===== config.mk =====
export PLATFORM = sky130hd
export DESIGN_NAME = rdsl_top
export DESIGN_NICKNAME = d
export VERILOG_FILES = /design/src/core/rdsl_pkg.sv /design/src/core/rdsl_top.sv
export VERILOG_INCLUDE_DIRS = /design/src /design/src/core
export SDC_FILE = /design/constraint.sdc
export NUM_CORES = 1
export LEC_CHECK = 0
export BUFFER_PORTS_ARGS = -buffer_cell sky130_fd_sc_hd__buf_4
export CORE_ASPECT_RATIO = 0.8
export CORE_MARGIN = 1
export CORE_UTILIZATION = 55
export CTS_BUF_LIST = sky130_fd_sc_hd__clkbuf_4
export DETAILED_ROUTE_END_ITERATION = 10
export PLACE_DENSITY = 0.73
export SLEW_MARGIN = 5
export SYNTH_ARGS = -nofsm -noshare
export SYNTH_HDL_FRONTEND = slang
export SYNTH_SLANG_ARGS = --single-unit

===== constraint.sdc =====
create_clock -name i_clk -period 4.3 [get_ports i_clk]
set_input_delay 0 -clock i_clk [delete_from_list [all_inputs] [get_ports i_clk]]
set_output_delay 0 -clock i_clk [all_outputs]
set_load 0.05 [all_outputs]

===== src/core/rdsl_defs.svh =====
`ifndef RDSL_DEFS_SVH
`define RDSL_DEFS_SVH

// Register byte addresses on the APB (one aligned word each).
`define RDSL_OFF_CTRL        12'h000
`define RDSL_OFF_STATUS      12'h004
`define RDSL_OFF_PROG_CNT    12'h008
`define RDSL_OFF_VECTOR      12'h00C
`define RDSL_OFF_MEM_SIZE    12'h010
`define RDSL_OFF_XRAM_SIZE   12'h014
`define RDSL_OFF_WDT         12'h018
`define RDSL_OFF_RAM_DATA    12'h01C
`define RDSL_OFF_RAM_ADDR    12'h020
`define RDSL_OFF_BANK_BASE   12'h100
`define RDSL_NUM_BANK        44

// Control and status fields.
`define RDSL_CTRL_STANDBY    0
`define RDSL_CTRL_SWRST      1
`define RDSL_STAT_BUSY       0
`define RDSL_STAT_STANDBY    1
`define RDSL_STAT_VEC_DONE   2

// Reset values.
`define RDSL_MEM_SIZE_RST    8'hCF
`define RDSL_XRAM_SIZE_RST   8'h0C
`define RDSL_WDT_RST_A       8'h1A
`define RDSL_WDT_RST_B       8'h9A
`define RDSL_ONES_RST        8'hFF
`define RDSL_ZERO_RST        8'h00
`define RDSL_ASYNC_MODE_RST  8'h01
`define RDSL_VECTOR_LO       16'h0000
`define RDSL_VECTOR_HI       16'h0001

// Oscillation stabilization wait, in ns and in cycles at 4 ns.
`define RDSL_CLK_PERIOD_NS   4
`define RDSL_OSC_WAIT_NS     400
`define RDSL_OSC_WAIT_CYC    ((`RDSL_OSC_WAIT_NS + `RDSL_CLK_PERIOD_NS - 1) / `RDSL_CLK_PERIOD_NS)
`define RDSL_RAM_DEPTH       16

`endif


===== src/core/rdsl_pkg.sv =====
package rdsl_pkg;
  typedef enum logic [1:0] {
    ST_WAIT,
    ST_VEC_LO,
    ST_VEC_HI,
    ST_RUN
  } rdsl_state_t;
endpackage : rdsl_pkg


===== src/core/rdsl_top.sv =====
`include "rdsl_defs.svh"

module rdsl_top (
  // Clock and reset.
  input  wire logic        i_clk,
  input  wire logic        i_rst_b,
  input  wire logic        i_clk_en,
  // Combined reset request and option bit.
  input  wire logic        i_reset_req,
  input  wire logic        i_wdt_option,
  // Program memory vector fetch.
  input  wire logic [7:0]  i_prog_data,
  output logic      [15:0] o_prog_addr,
  // APB slave.
  input  wire logic        psel,
  input  wire logic        penable,
  input  wire logic        pwrite,
  input  wire logic [11:0] paddr,
  input  wire logic [31:0] pwdata,
  output logic      [31:0] prdata,
  output logic             pready,
  output logic             pslverr,
  // Core state.
  output logic      [15:0] o_program_counter,
  output logic             o_run
);

  // Bank slots: 0..4 port directions, 5..11 wide timer bytes and controls,
  // 12..19 narrow timers, 20..23 interval timer, 24..30 async serial,
  // 31..34 clocked serial, 35..39 usb_interrupt_clear, 40..41 usb status and
  // mask, 42 usb control endpoint length, 43 usb setup.
  localparam int NB = `RDSL_NUM_BANK;

  logic [1:0]            rst_sync_q;
  logic                  rst_q;
  logic                  opt_s1_q;
  logic                  opt_s2_q;
  logic [7:0]            bank_q [NB];
  logic [7:0]            ram_q [`RDSL_RAM_DEPTH];
  logic [3:0]            ram_addr_q;
  logic [7:0]            mem_size_q;
  logic [7:0]            xram_size_q;
  logic [7:0]            wdt_q;
  logic                  standby_q;
  logic                  reset_in_standby_q;
  logic                  swrst_q;
  logic [15:0]           prog_cnt_q;
  logic [15:0]           vec_q;
  logic [7:0]            wait_cnt_q;
  logic [7:0]            usb_ctrl_read_q;
  rdsl_pkg::rdsl_state_t state_q;
  logic                  wr_en;

  // Writes act only in the access phase, so a setup cycle never changes state.
  assign wr_en = psel && penable && pwrite;

  // Reset request and option bit come from another domain: two flops each.
  // Only the second flop of each pair is read by the logic below.
  always_ff @(posedge i_clk or negedge i_rst_b) begin
    if (!i_rst_b) begin
      rst_sync_q <= 2'h0;
      opt_s1_q   <= 1'b0;
      opt_s2_q   <= 1'b0;
    end else if (i_clk_en) begin
      rst_sync_q <= {rst_sync_q[0], i_reset_req};
      opt_s1_q   <= i_wdt_option;
      opt_s2_q   <= opt_s1_q;
    end
  end

  // A software reset joins the synchronised request so both take one path.
  always_ff @(posedge i_clk or negedge i_rst_b) begin
    if (!i_rst_b) begin
      rst_q <= 1'b1;
    end else if (i_clk_en) begin
      rst_q <= rst_sync_q[1] || swrst_q;
    end
  end

  // The defaults are loaded by a clocked process so that a standby reset can
  // spare the RAM; an asynchronous clear would wipe it.
  always_ff @(posedge i_clk or negedge i_rst_b) begin
    if (!i_rst_b) begin
      standby_q          <= 1'b0;
      reset_in_standby_q <= 1'b0;
      swrst_q            <= 1'b0;
    end else if (i_clk_en) begin
      swrst_q <= wr_en && paddr == `RDSL_OFF_CTRL && pwdata[`RDSL_CTRL_SWRST];
      // Standby is held for the whole reset so that the flag reports this
      // reset only, and is dropped once the wait after reset has begun.
      if (rst_q) begin
        reset_in_standby_q <= standby_q;
      end else if (wr_en && paddr == `RDSL_OFF_CTRL) begin
        standby_q          <= pwdata[`RDSL_CTRL_STANDBY];
        reset_in_standby_q <= 1'b0;
      end else if (state_q == rdsl_pkg::ST_WAIT) begin
        standby_q          <= 1'b0;
      end
    end
  end

  // Register defaults.
  generate
    for (genvar g = 0; g < NB; g++) begin : g_bank
      localparam logic [7:0] RST_V =
        (g < 5) ? `RDSL_ONES_RST :
        (g == 24 || g == 25 || g == 30) ? `RDSL_ONES_RST :
        (g == 26) ? `RDSL_ASYNC_MODE_RST :
        (g >= 35 && g < 40) ? `RDSL_ONES_RST :
        `RDSL_ZERO_RST;
      always_ff @(posedge i_clk or negedge i_rst_b) begin
        if (!i_rst_b) begin
          bank_q[g] <= RST_V;
        end else if (i_clk_en) begin
          if (rst_q) begin
            bank_q[g] <= RST_V;
          end else if (wr_en && paddr == 12'(`RDSL_OFF_BANK_BASE + 4 * g)) begin
            bank_q[g] <= pwdata[7:0];
          end
        end
      end
      a_bank_default: assert property (@(posedge i_clk) disable iff (!i_rst_b)
        (i_clk_en && rst_q) |=> bank_q[g] == RST_V) else $error("bank default lost");
    end
  endgenerate

  // RAM is left as it was across any reset; no clear is ever applied.
  // The cost is that a power-up leaves it unknown until software fills it.
  always_ff @(posedge i_clk) begin
    if (i_clk_en && !rst_q && wr_en && paddr == `RDSL_OFF_RAM_DATA) begin
      ram_q[ram_addr_q] <= pwdata[7:0];
    end
  end

  always_ff @(posedge i_clk or negedge i_rst_b) begin
    if (!i_rst_b) begin
      ram_addr_q <= 4'h0;
    end else if (i_clk_en && wr_en && paddr == `RDSL_OFF_RAM_ADDR) begin
      ram_addr_q <= pwdata[3:0];
    end
  end

  // USB control endpoint read holds whatever it had; reset leaves it alone.
  always_ff @(posedge i_clk) begin
    if (i_clk_en && wr_en && paddr == `RDSL_OFF_BANK_BASE + 12'h0B0) begin
      usb_ctrl_read_q <= pwdata[7:0];
    end
  end

  // Both size selects come up at fixed values whatever memory is fitted;
  // software has to set them to the real sizes after every reset.
  always_ff @(posedge i_clk or negedge i_rst_b) begin
    if (!i_rst_b) begin
      mem_size_q  <= `RDSL_MEM_SIZE_RST;
      xram_size_q <= `RDSL_XRAM_SIZE_RST;
    end else if (i_clk_en) begin
      if (rst_q) begin
        mem_size_q  <= `RDSL_MEM_SIZE_RST;
        xram_size_q <= `RDSL_XRAM_SIZE_RST;
      end else if (wr_en && paddr == `RDSL_OFF_MEM_SIZE) begin
        mem_size_q  <= pwdata[7:0];
      end else if (wr_en && paddr == `RDSL_OFF_XRAM_SIZE) begin
        xram_size_q <= pwdata[7:0];
      end
    end
  end

  // The option bit is looked at only while reset lasts, never while running.
  always_ff @(posedge i_clk or negedge i_rst_b) begin
    if (!i_rst_b) begin
      wdt_q <= `RDSL_WDT_RST_A;
    end else if (i_clk_en) begin
      if (rst_q) begin
        wdt_q <= opt_s2_q ? `RDSL_WDT_RST_B : `RDSL_WDT_RST_A;
      end else if (wr_en && paddr == `RDSL_OFF_WDT) begin
        wdt_q <= pwdata[7:0];
      end
    end
  end

  // Vector fetch sequencer.
  // The program counter is not cleared by a reset request: it is written only
  // from the vector or by software while running, so its value during the wait does not matter.
  // Program memory answers in the same cycle, so each byte takes one state.
  always_ff @(posedge i_clk or negedge i_rst_b) begin
    if (!i_rst_b) begin
      state_q     <= rdsl_pkg::ST_WAIT;
      wait_cnt_q  <= 8'h00;
      prog_cnt_q  <= 16'h0000;
      vec_q       <= 16'h0000;
      o_prog_addr <= `RDSL_VECTOR_LO;
      o_run       <= 1'b0;
    end else if (i_clk_en) begin
      if (rst_q) begin
        state_q     <= rdsl_pkg::ST_WAIT;
        wait_cnt_q  <= 8'h00;
        o_prog_addr <= `RDSL_VECTOR_LO;
        o_run       <= 1'b0;
      end else begin
        unique case (state_q)
          rdsl_pkg::ST_WAIT: begin
            wait_cnt_q <= wait_cnt_q + 8'h01;
            if (wait_cnt_q == 8'(`RDSL_OSC_WAIT_CYC - 1)) begin
              state_q     <= rdsl_pkg::ST_VEC_LO;
              o_prog_addr <= `RDSL_VECTOR_LO;
            end
          end
          rdsl_pkg::ST_VEC_LO: begin
            vec_q[7:0]  <= i_prog_data;
            o_prog_addr <= `RDSL_VECTOR_HI;
            state_q     <= rdsl_pkg::ST_VEC_HI;
          end
          rdsl_pkg::ST_VEC_HI: begin
            vec_q[15:8] <= i_prog_data;
            prog_cnt_q  <= {i_prog_data, vec_q[7:0]};
            state_q     <= rdsl_pkg::ST_RUN;
            o_run       <= 1'b1;
          end
          rdsl_pkg::ST_RUN: begin
            if (wr_en && paddr == `RDSL_OFF_PROG_CNT) begin
              prog_cnt_q <= pwdata[15:0];
            end
          end
        endcase
      end
    end
  end

  assign o_program_counter = prog_cnt_q;

  // Checks on the sequencer and on the defaults it guards.
  a_vector_before_run: assert property (@(posedge i_clk) disable iff (!i_rst_b)
    $rose(o_run) |-> prog_cnt_q == vec_q)
    else $error("run began without vector");
  a_run_after_vec: assert property (@(posedge i_clk) disable iff (!i_rst_b)
    $rose(o_run) |-> $past(state_q) == rdsl_pkg::ST_VEC_HI)
    else $error("run began before high byte");
  a_vec_lo_addr: assert property (@(posedge i_clk) disable iff (!i_rst_b)
    state_q == rdsl_pkg::ST_VEC_LO |-> o_prog_addr == `RDSL_VECTOR_LO)
    else $error("low vector byte address wrong");
  a_vec_hi_addr: assert property (@(posedge i_clk) disable iff (!i_rst_b)
    state_q == rdsl_pkg::ST_VEC_HI |-> o_prog_addr == `RDSL_VECTOR_HI)
    else $error("high vector byte address wrong");
  a_size_after_rst: assert property (@(posedge i_clk) disable iff (!i_rst_b)
    $fell(rst_q) |-> mem_size_q == `RDSL_MEM_SIZE_RST && xram_size_q == `RDSL_XRAM_SIZE_RST)
    else $error("size select default");
  a_hold_in_wait: assert property (@(posedge i_clk) disable iff (!i_rst_b)
    (state_q == rdsl_pkg::ST_WAIT && !rst_q && i_clk_en && !wr_en) |=> $stable(mem_size_q) && $stable(wdt_q))
    else $error("state moved during wait");
  a_run_low_reset: assert property (@(posedge i_clk) disable iff (!i_rst_b)
    (i_clk_en && rst_q) |=> !o_run)
    else $error("running during reset");
  a_wait_cnt_cap: assert property (@(posedge i_clk) disable iff (!i_rst_b)
    state_q == rdsl_pkg::ST_WAIT |-> wait_cnt_q < 8'(`RDSL_OSC_WAIT_CYC))
    else $error("wait counter overran");
  a_wdt_choice: assert property (@(posedge i_clk) disable iff (!i_rst_b)
    (i_clk_en && rst_q) |=> wdt_q == ($past(opt_s2_q) ? `RDSL_WDT_RST_B : `RDSL_WDT_RST_A))
    else $error("watchdog default wrong");
  a_standby_mark: assert property (@(posedge i_clk) disable iff (!i_rst_b)
    (i_clk_en && rst_q && standby_q) |=> reset_in_standby_q)
    else $error("standby reset not reported");
  a_swrst_enter: assert property (@(posedge i_clk) disable iff (!i_rst_b)
    (i_clk_en && swrst_q) |=> rst_q)
    else $error("software reset not taken");

  // APB answers with no wait state; unmapped offsets read zero and flag error.
  always_ff @(posedge i_clk or negedge i_rst_b) begin
    if (!i_rst_b) begin
      prdata  <= 32'h0000_0000;
      pready  <= 1'b0;
      pslverr <= 1'b0;
    end else if (i_clk_en) begin
      pready  <= psel && !penable;
      pslverr <= 1'b0;
      if (psel && !penable) begin
        prdata <= 32'h0000_0000;
        if (paddr == `RDSL_OFF_STATUS) begin
          prdata[2:0] <= {state_q == rdsl_pkg::ST_RUN, reset_in_standby_q, rst_q};
        end else if (paddr == `RDSL_OFF_PROG_CNT) begin
          prdata[15:0] <= prog_cnt_q;
        end else if (paddr == `RDSL_OFF_VECTOR) begin
          prdata[15:0] <= vec_q;
        end else if (paddr == `RDSL_OFF_MEM_SIZE) begin
          prdata[7:0] <= mem_size_q;
        end else if (paddr == `RDSL_OFF_XRAM_SIZE) begin
          prdata[7:0] <= xram_size_q;
        end else if (paddr == `RDSL_OFF_WDT) begin
          prdata[7:0] <= wdt_q;
        end else if (paddr == `RDSL_OFF_RAM_DATA) begin
          prdata[7:0] <= ram_q[ram_addr_q];
        end else if (paddr == `RDSL_OFF_RAM_ADDR) begin
          prdata[3:0] <= ram_addr_q;
        end else if (paddr == `RDSL_OFF_BANK_BASE + 12'h0B0) begin
          prdata[7:0] <= usb_ctrl_read_q;
        end else if (paddr >= `RDSL_OFF_BANK_BASE && paddr < 12'(`RDSL_OFF_BANK_BASE + 4 * NB)
                     && paddr[1:0] == 2'h0) begin
          prdata[7:0] <= bank_q[6'(paddr[11:2] - 10'h040)];
        end else if (paddr != `RDSL_OFF_CTRL) begin
          pslverr <= 1'b1;
        end
      end
    end
  end

  // The answer is a one-cycle pulse: a master that holds penable high
  // past it must not see a second acknowledge.
  a_pready_pulse: assert property (@(posedge i_clk) disable iff (!i_rst_b)
    (i_clk_en && pready) |=> !pready)
    else $error("ready held for two cycles");
  a_slverr_zero: assert property (@(posedge i_clk) disable iff (!i_rst_b)
    pslverr |-> prdata == 32'h0000_0000)
    else $error("refused read returned data");

endmodule : rdsl_top


# --- Word level (Yosys, flattened, before mapping) ---
# Memories as Yosys holds them, arrays and structs flattened.
# Cells that the tools add are included.
word_totals:
  regBits: 473
  ram_bits: 128
  input_bits: 60
  elab_cells: 455
  memories: 1
memory_table:
  columns: ["memory", "depth", "word_bits", "rd", "rd_ports_with_merged_regs", "write_ports", "line_no", "text"]
  rows:
  - ["ram_q", 16, 8, 1, 0, 1, "rdsl_top.sv:39", "logic [7:0] ram_q [`RDSL_RAM_DEPTH];"]
classes:
  add_sub_neg: 2
  n_lt_le_gt_ge: 3
  eq_ne: 60
  mux: 142
  bitwise: 2
  reduce_logical: 179
ops:
  columns: ["op", "n"]
  rows:
  - ["2-to-1 mux 8 bit", 108]
  - ["equality test 12 x 9 -> 1 bit, second input constant", 45]
  - ["nonzero test 2 bit", 52]
  - ["AND reduction 2 bit", 50]
  - ["2-to-1 mux 16 bit", 4]
  - ["case mux 16 bit (2 select lines)", 2]
  - ["logical AND 1 bit", 61]
  - ["binary-select mux 8 bit (select 6 bit)", 1]
  - ["equality test 12 x 5 -> 1 bit, second input constant", 4]
  - ["equality test 12 x 4 -> 1 bit, second input constant", 2]
  - ["2-to-1 mux 1 bit", 20]
  - ["AND reduction 3 bit", 6]
  - ["2-to-1 mux 13 bit", 1]
  - ["equality test 12 x 3 -> 1 bit, second input constant", 1]
  - ["equality test 12 x 6 -> 1 bit, second input constant", 1]
  - [">= comparator 12 x 9 -> 1 bit, second input constant", 1]
  - ["logical NOT 12 bit", 1]
  - ["less-than comparator 12 x 9 -> 1 bit, second input constant", 1]
  - ["nonzero test 12 bit", 1]
  - ["adder 8 x 1 -> 8 bit, second input constant", 1]
  - ["equality test 8 x 7 -> 1 bit, second input constant", 1]
  - ["2-to-1 mux 4 bit", 2]
  - [">= comparator 7 bit, second input constant", 1]
  - ["inverter 6 -> 7 bit", 1]
  - ["other kinds (15)", 20]

# --- Longest topological paths before layout ---
# Gate-level depths: netlist of run 1.
logic_depth:
  depth_word: 15
  depth_mapped: 10
  depth_no_buf: 7

# --- Worst setup path after synthesis of run 1 ---
# Ideal clock, no wire load.
synth_path:
  path_kind: "input -> register"
  start: "input paddr[2]"
  end: "memory ram_q[8][0] (enable)"
  setup_time_ns: 0.383
  arrival_ns: 1.952
  required_ns: 3.917
  path_slack_ns: 1.965
  cell_stages: 8
  cell_sequence: "buf_6 buf_8 buf_6 and4bb_2 nand3_1 nor3_1 nand3_1 nor3_1"
synth_between:
  elab_chain_len: 4
synth_lines:
  columns: ["item", "line_no", "text"]
  rows:
  - ["from (decl)", "rdsl_top.sv:18", "input wire logic [11:0] paddr,"]
  - ["equality test 12 x 5 -> 1 bit (no source line)", null, null]
  - ["logical AND 1 bit (no source line)", null, null]
  - ["2-to-1 mux 1 bit", "rdsl_top.sv:130", "if (i_clk_en && !rst_q && wr_en && paddr == `RDSL_OFF_RAM_DATA) begin"]
  - ["2-to-1 mux 1 bit (implied by the code)", "rdsl_top.sv:131", "ram_q[ram_addr_q] <= pwdata[7:0];"]
  - ["to (decl)", "rdsl_top.sv:39", null]
# No other way between the ends.

# --- Worst setup path after layout of run 1 ---
layout_path:
  start: "register rst_q"
  end: "register bank_q[68] (netlist name)"
layout_between:
  elab_chain_len: 2
  word_cells_on_any_way: 3
layout_lines:
  columns: ["item", "line_no", "text"]
  rows:
  - ["from (decl)", "rdsl_top.sv:35", "logic rst_q;"]
  - ["from (signal assigned)", "rdsl_top.sv:76", "rst_q <= rst_sync_q[1] || swrst_q;"]
  - ["nonzero test 2 bit (no source line)", null, null]
  - ["AND reduction 2 bit (no source line)", null, null]
  - ["to (signal, indexed assignment)", "rdsl_top.sv:118", "bank_q[g] <= pwdata[7:0];"]
  - ["to (decl)", "rdsl_top.sv:38", "logic [7:0] bank_q [NB];"]
# Parallel ways exist; a longest one is shown, timed or not.
# A chain may end at the register's enable or synchronous reset.

==> results.yml, run 1 <==
logic_synthesis:
  avgSynthCellArea_um2: 11.8
  seq_area_frac_synth_pct: 57.7
  synth_top_family_by_area: "multiplexers"
  synthMuxAreaShare_pct: 13.3
  syn_area_um2: 26800
  yosysUniqueCellTypes: 77
  ys.flop_type: "dfrtp_1"
  synth-compound-area-share_pct: 12.9
  synthAdderAreaFrac_pct: 0.233
  synth_top_area_share_pct: 31.0
  syn_inst: 2268
  post-synth-top-area-cell: "dfrtp_1"
  synthTopCellsByArea: "dfrtp_1, edfxtp_1, dfstp_2, mux4_2, o21ai_0"
  synth-simple-area-share_pct: 11.4
  synth_edf_count: 136
  synth_xor_area_share_pct: 0.163
  ys_seq_elements: 586
  async_reset_ff_share_pct: 76.8
  synth_warnings: 0
timing:
  slew_headroom_pct: 19.0
  period_share_pct: 75.0
  setup_viol: 0
  min_period_ps: 3220
  skew_ps: 47.2
  fin_tns_setup_ps: 0
  finalMaxSlewViolations: 0
  max_freq_mhz: 310
  rsz0062_at_grt: "false"
  tightestPinTransition_ps: 1210
  finalHoldViolCount: 0
place:
  placed_cell_area_um2: 27700
  hpwl_um: 46200
  gp_congestion: 0.976
  portBuffers: 79
setup_path:
  crit_path_end_kind: "register"
  critPathKind: "register to register"
  regToRegSetupSlack_ps: 1080
  path_max_fanout: 97
  cp.arrival_ps: 4060
  startpoint_type: "register"
  required_ps: 5140
layout:
  final_nets: 2491
  layout-drive-gt1-share_pct: 26.0
  synthToLayoutAreaGrowth_pct: 13.8
  stdcell_area_um2: 30500
global_route:
  antenna_found_initial: 2
  grt_pass1_vias: 20137
  grt_max_degree: 158
  grt_pass1_wl_um: 119000
  track_usage_pct: 31.7
  grt_overflow: 0
floorplan:
  die_height_um: 200
  die_area_um2: 49700
  initial_core_util_pct: 55.6
  die_w_um: 249
  coreArea_um2: 48300
  rows: 72
  ioPinCount: 127
routing:
  num_vias: 20395
  drt_iter0_drc: 2510
  wl_per_cell_um: 24.1
  totalWireLength_um: 76700
  drc: 0
  drtPass1Iterations: 5
  vias_per_cell: 6.42
  drtAntennaViolNets: 0
clock_network:
  clockBufferDepth: 3
  cts_tree: "done"
  numClockSinks: 586
  worstSkewPairLatency_ps: 940
  cts_resized: 0
  cts_made_buffers: 145
  htree_levels: 4
  cts_root_buf: "clkbuf_4"
  clkTransAtPathRegs_ps: 70
  cts_setup_buffers: 0
status:
  status: "completed"
run:
  drv_cap: 0
power_and_ir_drop:
  ir_drop_mv: 0.237
  p_leak_nw: 12.2
  p_per_area_nw_per_um2: 432
worst_hold_path:
  hp-class: "primary input to register"
==> routing by layer <==
layer,global-route usage (%),vias up,wire length [µm]
met1,43.8,10158,31000
met3,9.95,183,9270
li1,-,8836,-
met5,0,-,0
met2,47.4,1218,34100
met4,11.5,0,2290
==> kinds of logic after synthesis <==
family,count (synthesis)
AOI/OAI and AO/OA,613
and+or+nand+nor,618
other,1
buffers and inverters,237
muxes,203
xor gates and xnor gates,5
adders and majority gates,5
DFF,586
==> path summary, 6_finish.rpt <==
check,cells after the start,startpoint,endpoint
worst max-delay path,5,rst_q,bank_q[68]
worst min-delay path,6,paddr[11],wdt_q[6]
worst max register to register,5,rst_q,bank_q[68]
worst min register to register,2,bank_q[288],bank_q[288]
max in group asynchronous,4,i_rst_b,bank_q[139]
min in group asynchronous,3,i_rst_b,wdt_q[4]
==> Yosys cell counts (4+ instances only) <==
cell type	instances
a211oi_1	8
a21oi_1	97
a221oi_1	13
a22o_1	4
a22oi_1	23
a31o_2	24
and3_1	6
buf_1	20
buf_2	32
buf_4	45
buf_6	6
clkbuf_1	122
dfrtp_1	333
dfstp_2	117
edfxtp_1	136
ha_1	5
inv_1	10
mux2_2	27
mux2i_1	61
mux4_1	15
mux4_2	99
nand2_1	139
nand2b_1	6
nand3_1	231
nand4_1	6
nor2_1	103
nor2b_1	8
nor3_1	73
nor3_2	7
nor4_1	6
o211ai_1	7
o21ai_0	397
o221ai_1	4
o22ai_1	5
==> metrics by stage <==
stage / utilization [%] / total power [mW] / instances / hold WS [ps] / setup WS [ps]
floorplan: - / 7.44 / 2298 / -296 / 1960
global placement: 57.3 / 8.07 / 2822 / 44.8 / 1240
detailed placement: 57.3 / 8.13 / 2822 / 47.9 / 1240
CTS: 63.2 / 13.2 / 3174 / 78.9 / 1220
global route: 63.2 / 13.7 / 3177 / 141 / 953
finish: 63.2 / 13.2 / 3177 / 169 / 1080
==> layout by cell type (no fill, tap or decap), types with 7 or more instances in the layout <==
cell,n
edfxtp_1,136
o21ai_0,397
dfstp_2,117
a31o_2,24
dlygate4sd3_1,85
nand2_1,138
a221oi_1,13
clkinv_1,26
mux2_2,27
a22oi_1,23
nor2b_1,8
buf_4,115
mux4_2,99
o211ai_1,7
a21oi_1,97
mux2i_1,61
inv_1,10
dfrtp_1,332
mux4_1,15
nand3_1,231
nor3_1,72
conb_1,31
clkbuf_4,225
nor3_2,8
a211oi_1,8
nor2_1,100
==> registers in the layout, indices dropped and copies added, names as in the netlist, 2 cells and up <==
name	flops
mem_size_q	8
o_program_counter	16
wdt_q	8
rst_sync_q	2
state_q	2
ram_q	128
vec_q	16
prdata	16
ram_addr_q	4
usb_ctrl_read_q	8
wait_cnt_q	8
xram_size_q	8
bank_q	352
==> cell type report <==
type                            instances  area, µm²
Fill cell                            3646      17700
Sequential cell                       586      15500
Multi-Input combinational cell       1475      10300
Timing Repair Buffer                  208       1880
Clock buffer                          225       1690
Tap cell                              629        787
Clock inverter                         41        315
Inverter                               10       37.5
Antenna cell                            3       7.51
==> worst max-delay path: stages (launching register included) <==
cell	delay (ps)
dfstp_2	830
inv_1	360
nor2_4	650
buf_4	860
nor3_1	130
a21oi_1	220
==> repair_timing <==
action                                 in CTS  in global routing
hold buffers                               86                  0
setup endpoints to repair                   0                  0
endpoints found under the hold margin     839                  0
==> power by group <==
group          switching, mW  leakage [nW]  internal [mW]
combinational           1.33          4.03          0.591
sequential             0.262          6.97           5.97
clock                   2.35          1.16           2.69
Note: power is estimated with default switching activity, not from simulation.
==> inputs of run 2 (changes only) <==
clock period = 3.2 ns   (was 4.3 ns; I/O delays follow)
==> run 2 against run 1 <==
  * Clock skew up 21 ps
  * Sequential share of layout area fell by 1.1 points
  * Critical path depth is 6 higher
  * Wire length up 2.6%
  * Flip-flop and latch count did not move
==> results.yml, run 2 (synthesized netlist as in run 1, its figures left out) <==
status:
  status: "completed"
power_and_ir_drop:
  ir_drop_mv: 0.325
  intPower_mw: 12.5
  p_per_area_nw_per_um2: 570
  combinationalPowerShare_pct: 15.2
  p_leak_nw: 12.6
  p_clk_share_pct: 37.7
  netSwitchingPower_mw: 5.30
  seq_power_share_pct: 47.1
  netSwitchingFraction_pct: 29.8
timing:
  min_period_ps: 3140
  fin_tns_setup_ps: 0
  tightestPinTransition_ps: 1330
  setup_viol: 0
  slew_headroom_pct: 9.02
  skew_ps: 67.9
  period_share_pct: 98.2
  finalHoldViolCount: 0
  max_freq_mhz: 318
  finalMaxSlewViolations: 0
  rsz0062_at_grt: "false"
floorplan:
  ioPinCount: 127
  coreArea_um2: 48300
  die_area_um2: 49700
  rows: 72
  die_height_um: 200
  die_w_um: 249
  initial_core_util_pct: 55.6
routing:
  drt_iter0_drc: 2734
  vias_per_cell: 6.38
  num_vias: 20797
  drtAntennaViolNets: 0
  wl_per_cell_um: 24.1
  drtPass1Iterations: 8
  totalWireLength_um: 78700
  drc: 0
global_route:
  grt_pass1_vias: 20566
  antenna_found_initial: 5
  grt_max_degree: 117
  grt_pass1_wl_um: 122000
  track_usage_pct: 32.5
  grt_overflow: 0
layout:
  reg.largest.list: "bank_q (352), ram_q (128)"
  layout-drive-gt1-share_pct: 28.5
  layout_commonest_cell: "o21ai_0"
  fin_util_pct: 64.6
  largest_reg_flops: 352
  final_nets: 2569
  regMostFlops: "bank_q"
  synthToLayoutAreaGrowth_pct: 16.2
  layout_common_cells: "o21ai_0, dfrtp_1, nand3_1"
setup_path:
  startpoint_type: "primary input"
  worstReg2RegEnd: "prdata[0]"
  regToRegSetupSlack_ps: 140
  crit_path_end_kind: "register"
  cp.arrival_ps: 3940
  path_max_fanout: 8
  reg2reg_from: "ram_addr_q[0]"
  reg2reg_depth: 7
  critPathKind: "primary input to register"
  required_ps: 4000
clock_network:
  cts_made_buffers: 144
  htree_levels: 4
  clockBufferDepth: 3
  clkTransAtPathRegs_ps: 70
  cts_root_buf: "clkbuf_4"
  worstSkewPairLatency_ps: 930
  cts_setup_buffers: 0
  numClockSinks: 586
  cts_tree: "done"
worst_hold_path:
  whs_path_depth: 2
  hp-class: "primary input to register"
  holdPathEnd: "usb_ctrl_read_q[6]"
  worstHoldStart: "pwdata[6]"
run:
  drv_cap: 0
place:
  portBuffers: 79
  gp_congestion: 0.949
  hpwl_um: 50200
[run 2: changes by cell type in the layout (fill, tap and decap cells not counted), moves of 2 or more]
cell,delta
clkinv_1,-3
buf_12,+6
dlygate4sd3_1,-4
clkinvlp_4,-2
diode_2,+4
clkbuf_4,+2
buf_4,+77
[run 2: critical path: stages]
cell,delay (ps)
dlygate4sd3_1,540
buf_4,140
nor4_2,500
dlygate4sd3_1,780
buf_4,190
nand3_1,270
o22ai_1,470
a311oi_1,150
o221ai_1,240
a21oi_1,60
dlygate4sd3_1,570
[run 2: worst max path at each step]
stage | from | to | slack (ps) | cells past startpoint
floorplan | paddr[2] | ram_q[8][0] | 860 | 8
global placement | paddr[2] | prdata[5] | 310 | 8
detailed placement | paddr[2] | prdata[5] | 380 | 8
CTS | ram_addr_q[1] | prdata[0] | 30 | 8
global route | ram_addr_q[0] | prdata[0] | 9 | 7
finish | paddr[10] | prdata[0] | 60 | 11
[run 2: timing repair]
| action | in CTS | in global routing |
|---|---|---|
| resized for setup | 0 | 1 |
| setup endpoints to repair | 0 | 1 |
| hold endpoints to repair | 958 | 0 |
| hold buffers | 82 | 0 |
[run 2: metrics by stage]
stage | total power, mW | setup slack [ps] | instances | hold slack [ps] | area [µm²]
6_report | 17.8 | 57.2 | 3259 | 49.1 | 31200
5_1_grt | 18.5 | 9.23 | 3259 | -16.0 | 31200
2_1_floorplan | 10.0 | 865 | 2298 | -296 | 27000
4_1_cts | 17.8 | 30.3 | 3252 | 7.31 | 31200
3_3_place_gp | 10.9 | 315 | 2905 | 110 | 28300
3_5_place_dp | 11.0 | 382 | 2905 | 130 | 28300
[run 2: layout make-up]
| class | instances | area, µm² |
|---|---|---|
| fillers | 3626 | 17100 |
| flip-flops and latches | 586 | 15500 |
| multi-input cells | 1475 | 10300 |
| repair buffers | 287 | 2530 |
| clock buffers | 227 | 1700 |
| well taps | 629 | 787 |
| clock inverters | 38 | 280 |
| inverters | 10 | 37.5 |
| diodes | 7 | 17.5 |
[run 2: per-layer routing]
layer	GRT usage [%]	part of all wire, %	vias up
met2	48.0	45	1235
met3	9.53	12	174
met4	10.6	2.4	0
met1	46.5	41	10396
met5	0.197	0	-
li1	-	-	8992
[run 2: power by group through the flow]
stage	Sequential, mW	Combinational, mW	Clock, mW
after floorplan	8.79	1.20	0
after global placement	8.46	2.44	0
after detailed placement	8.48	2.50	0
after CTS	8.34	2.66	6.76
after global routing	8.39	2.86	7.21
final	8.37	2.70	6.71
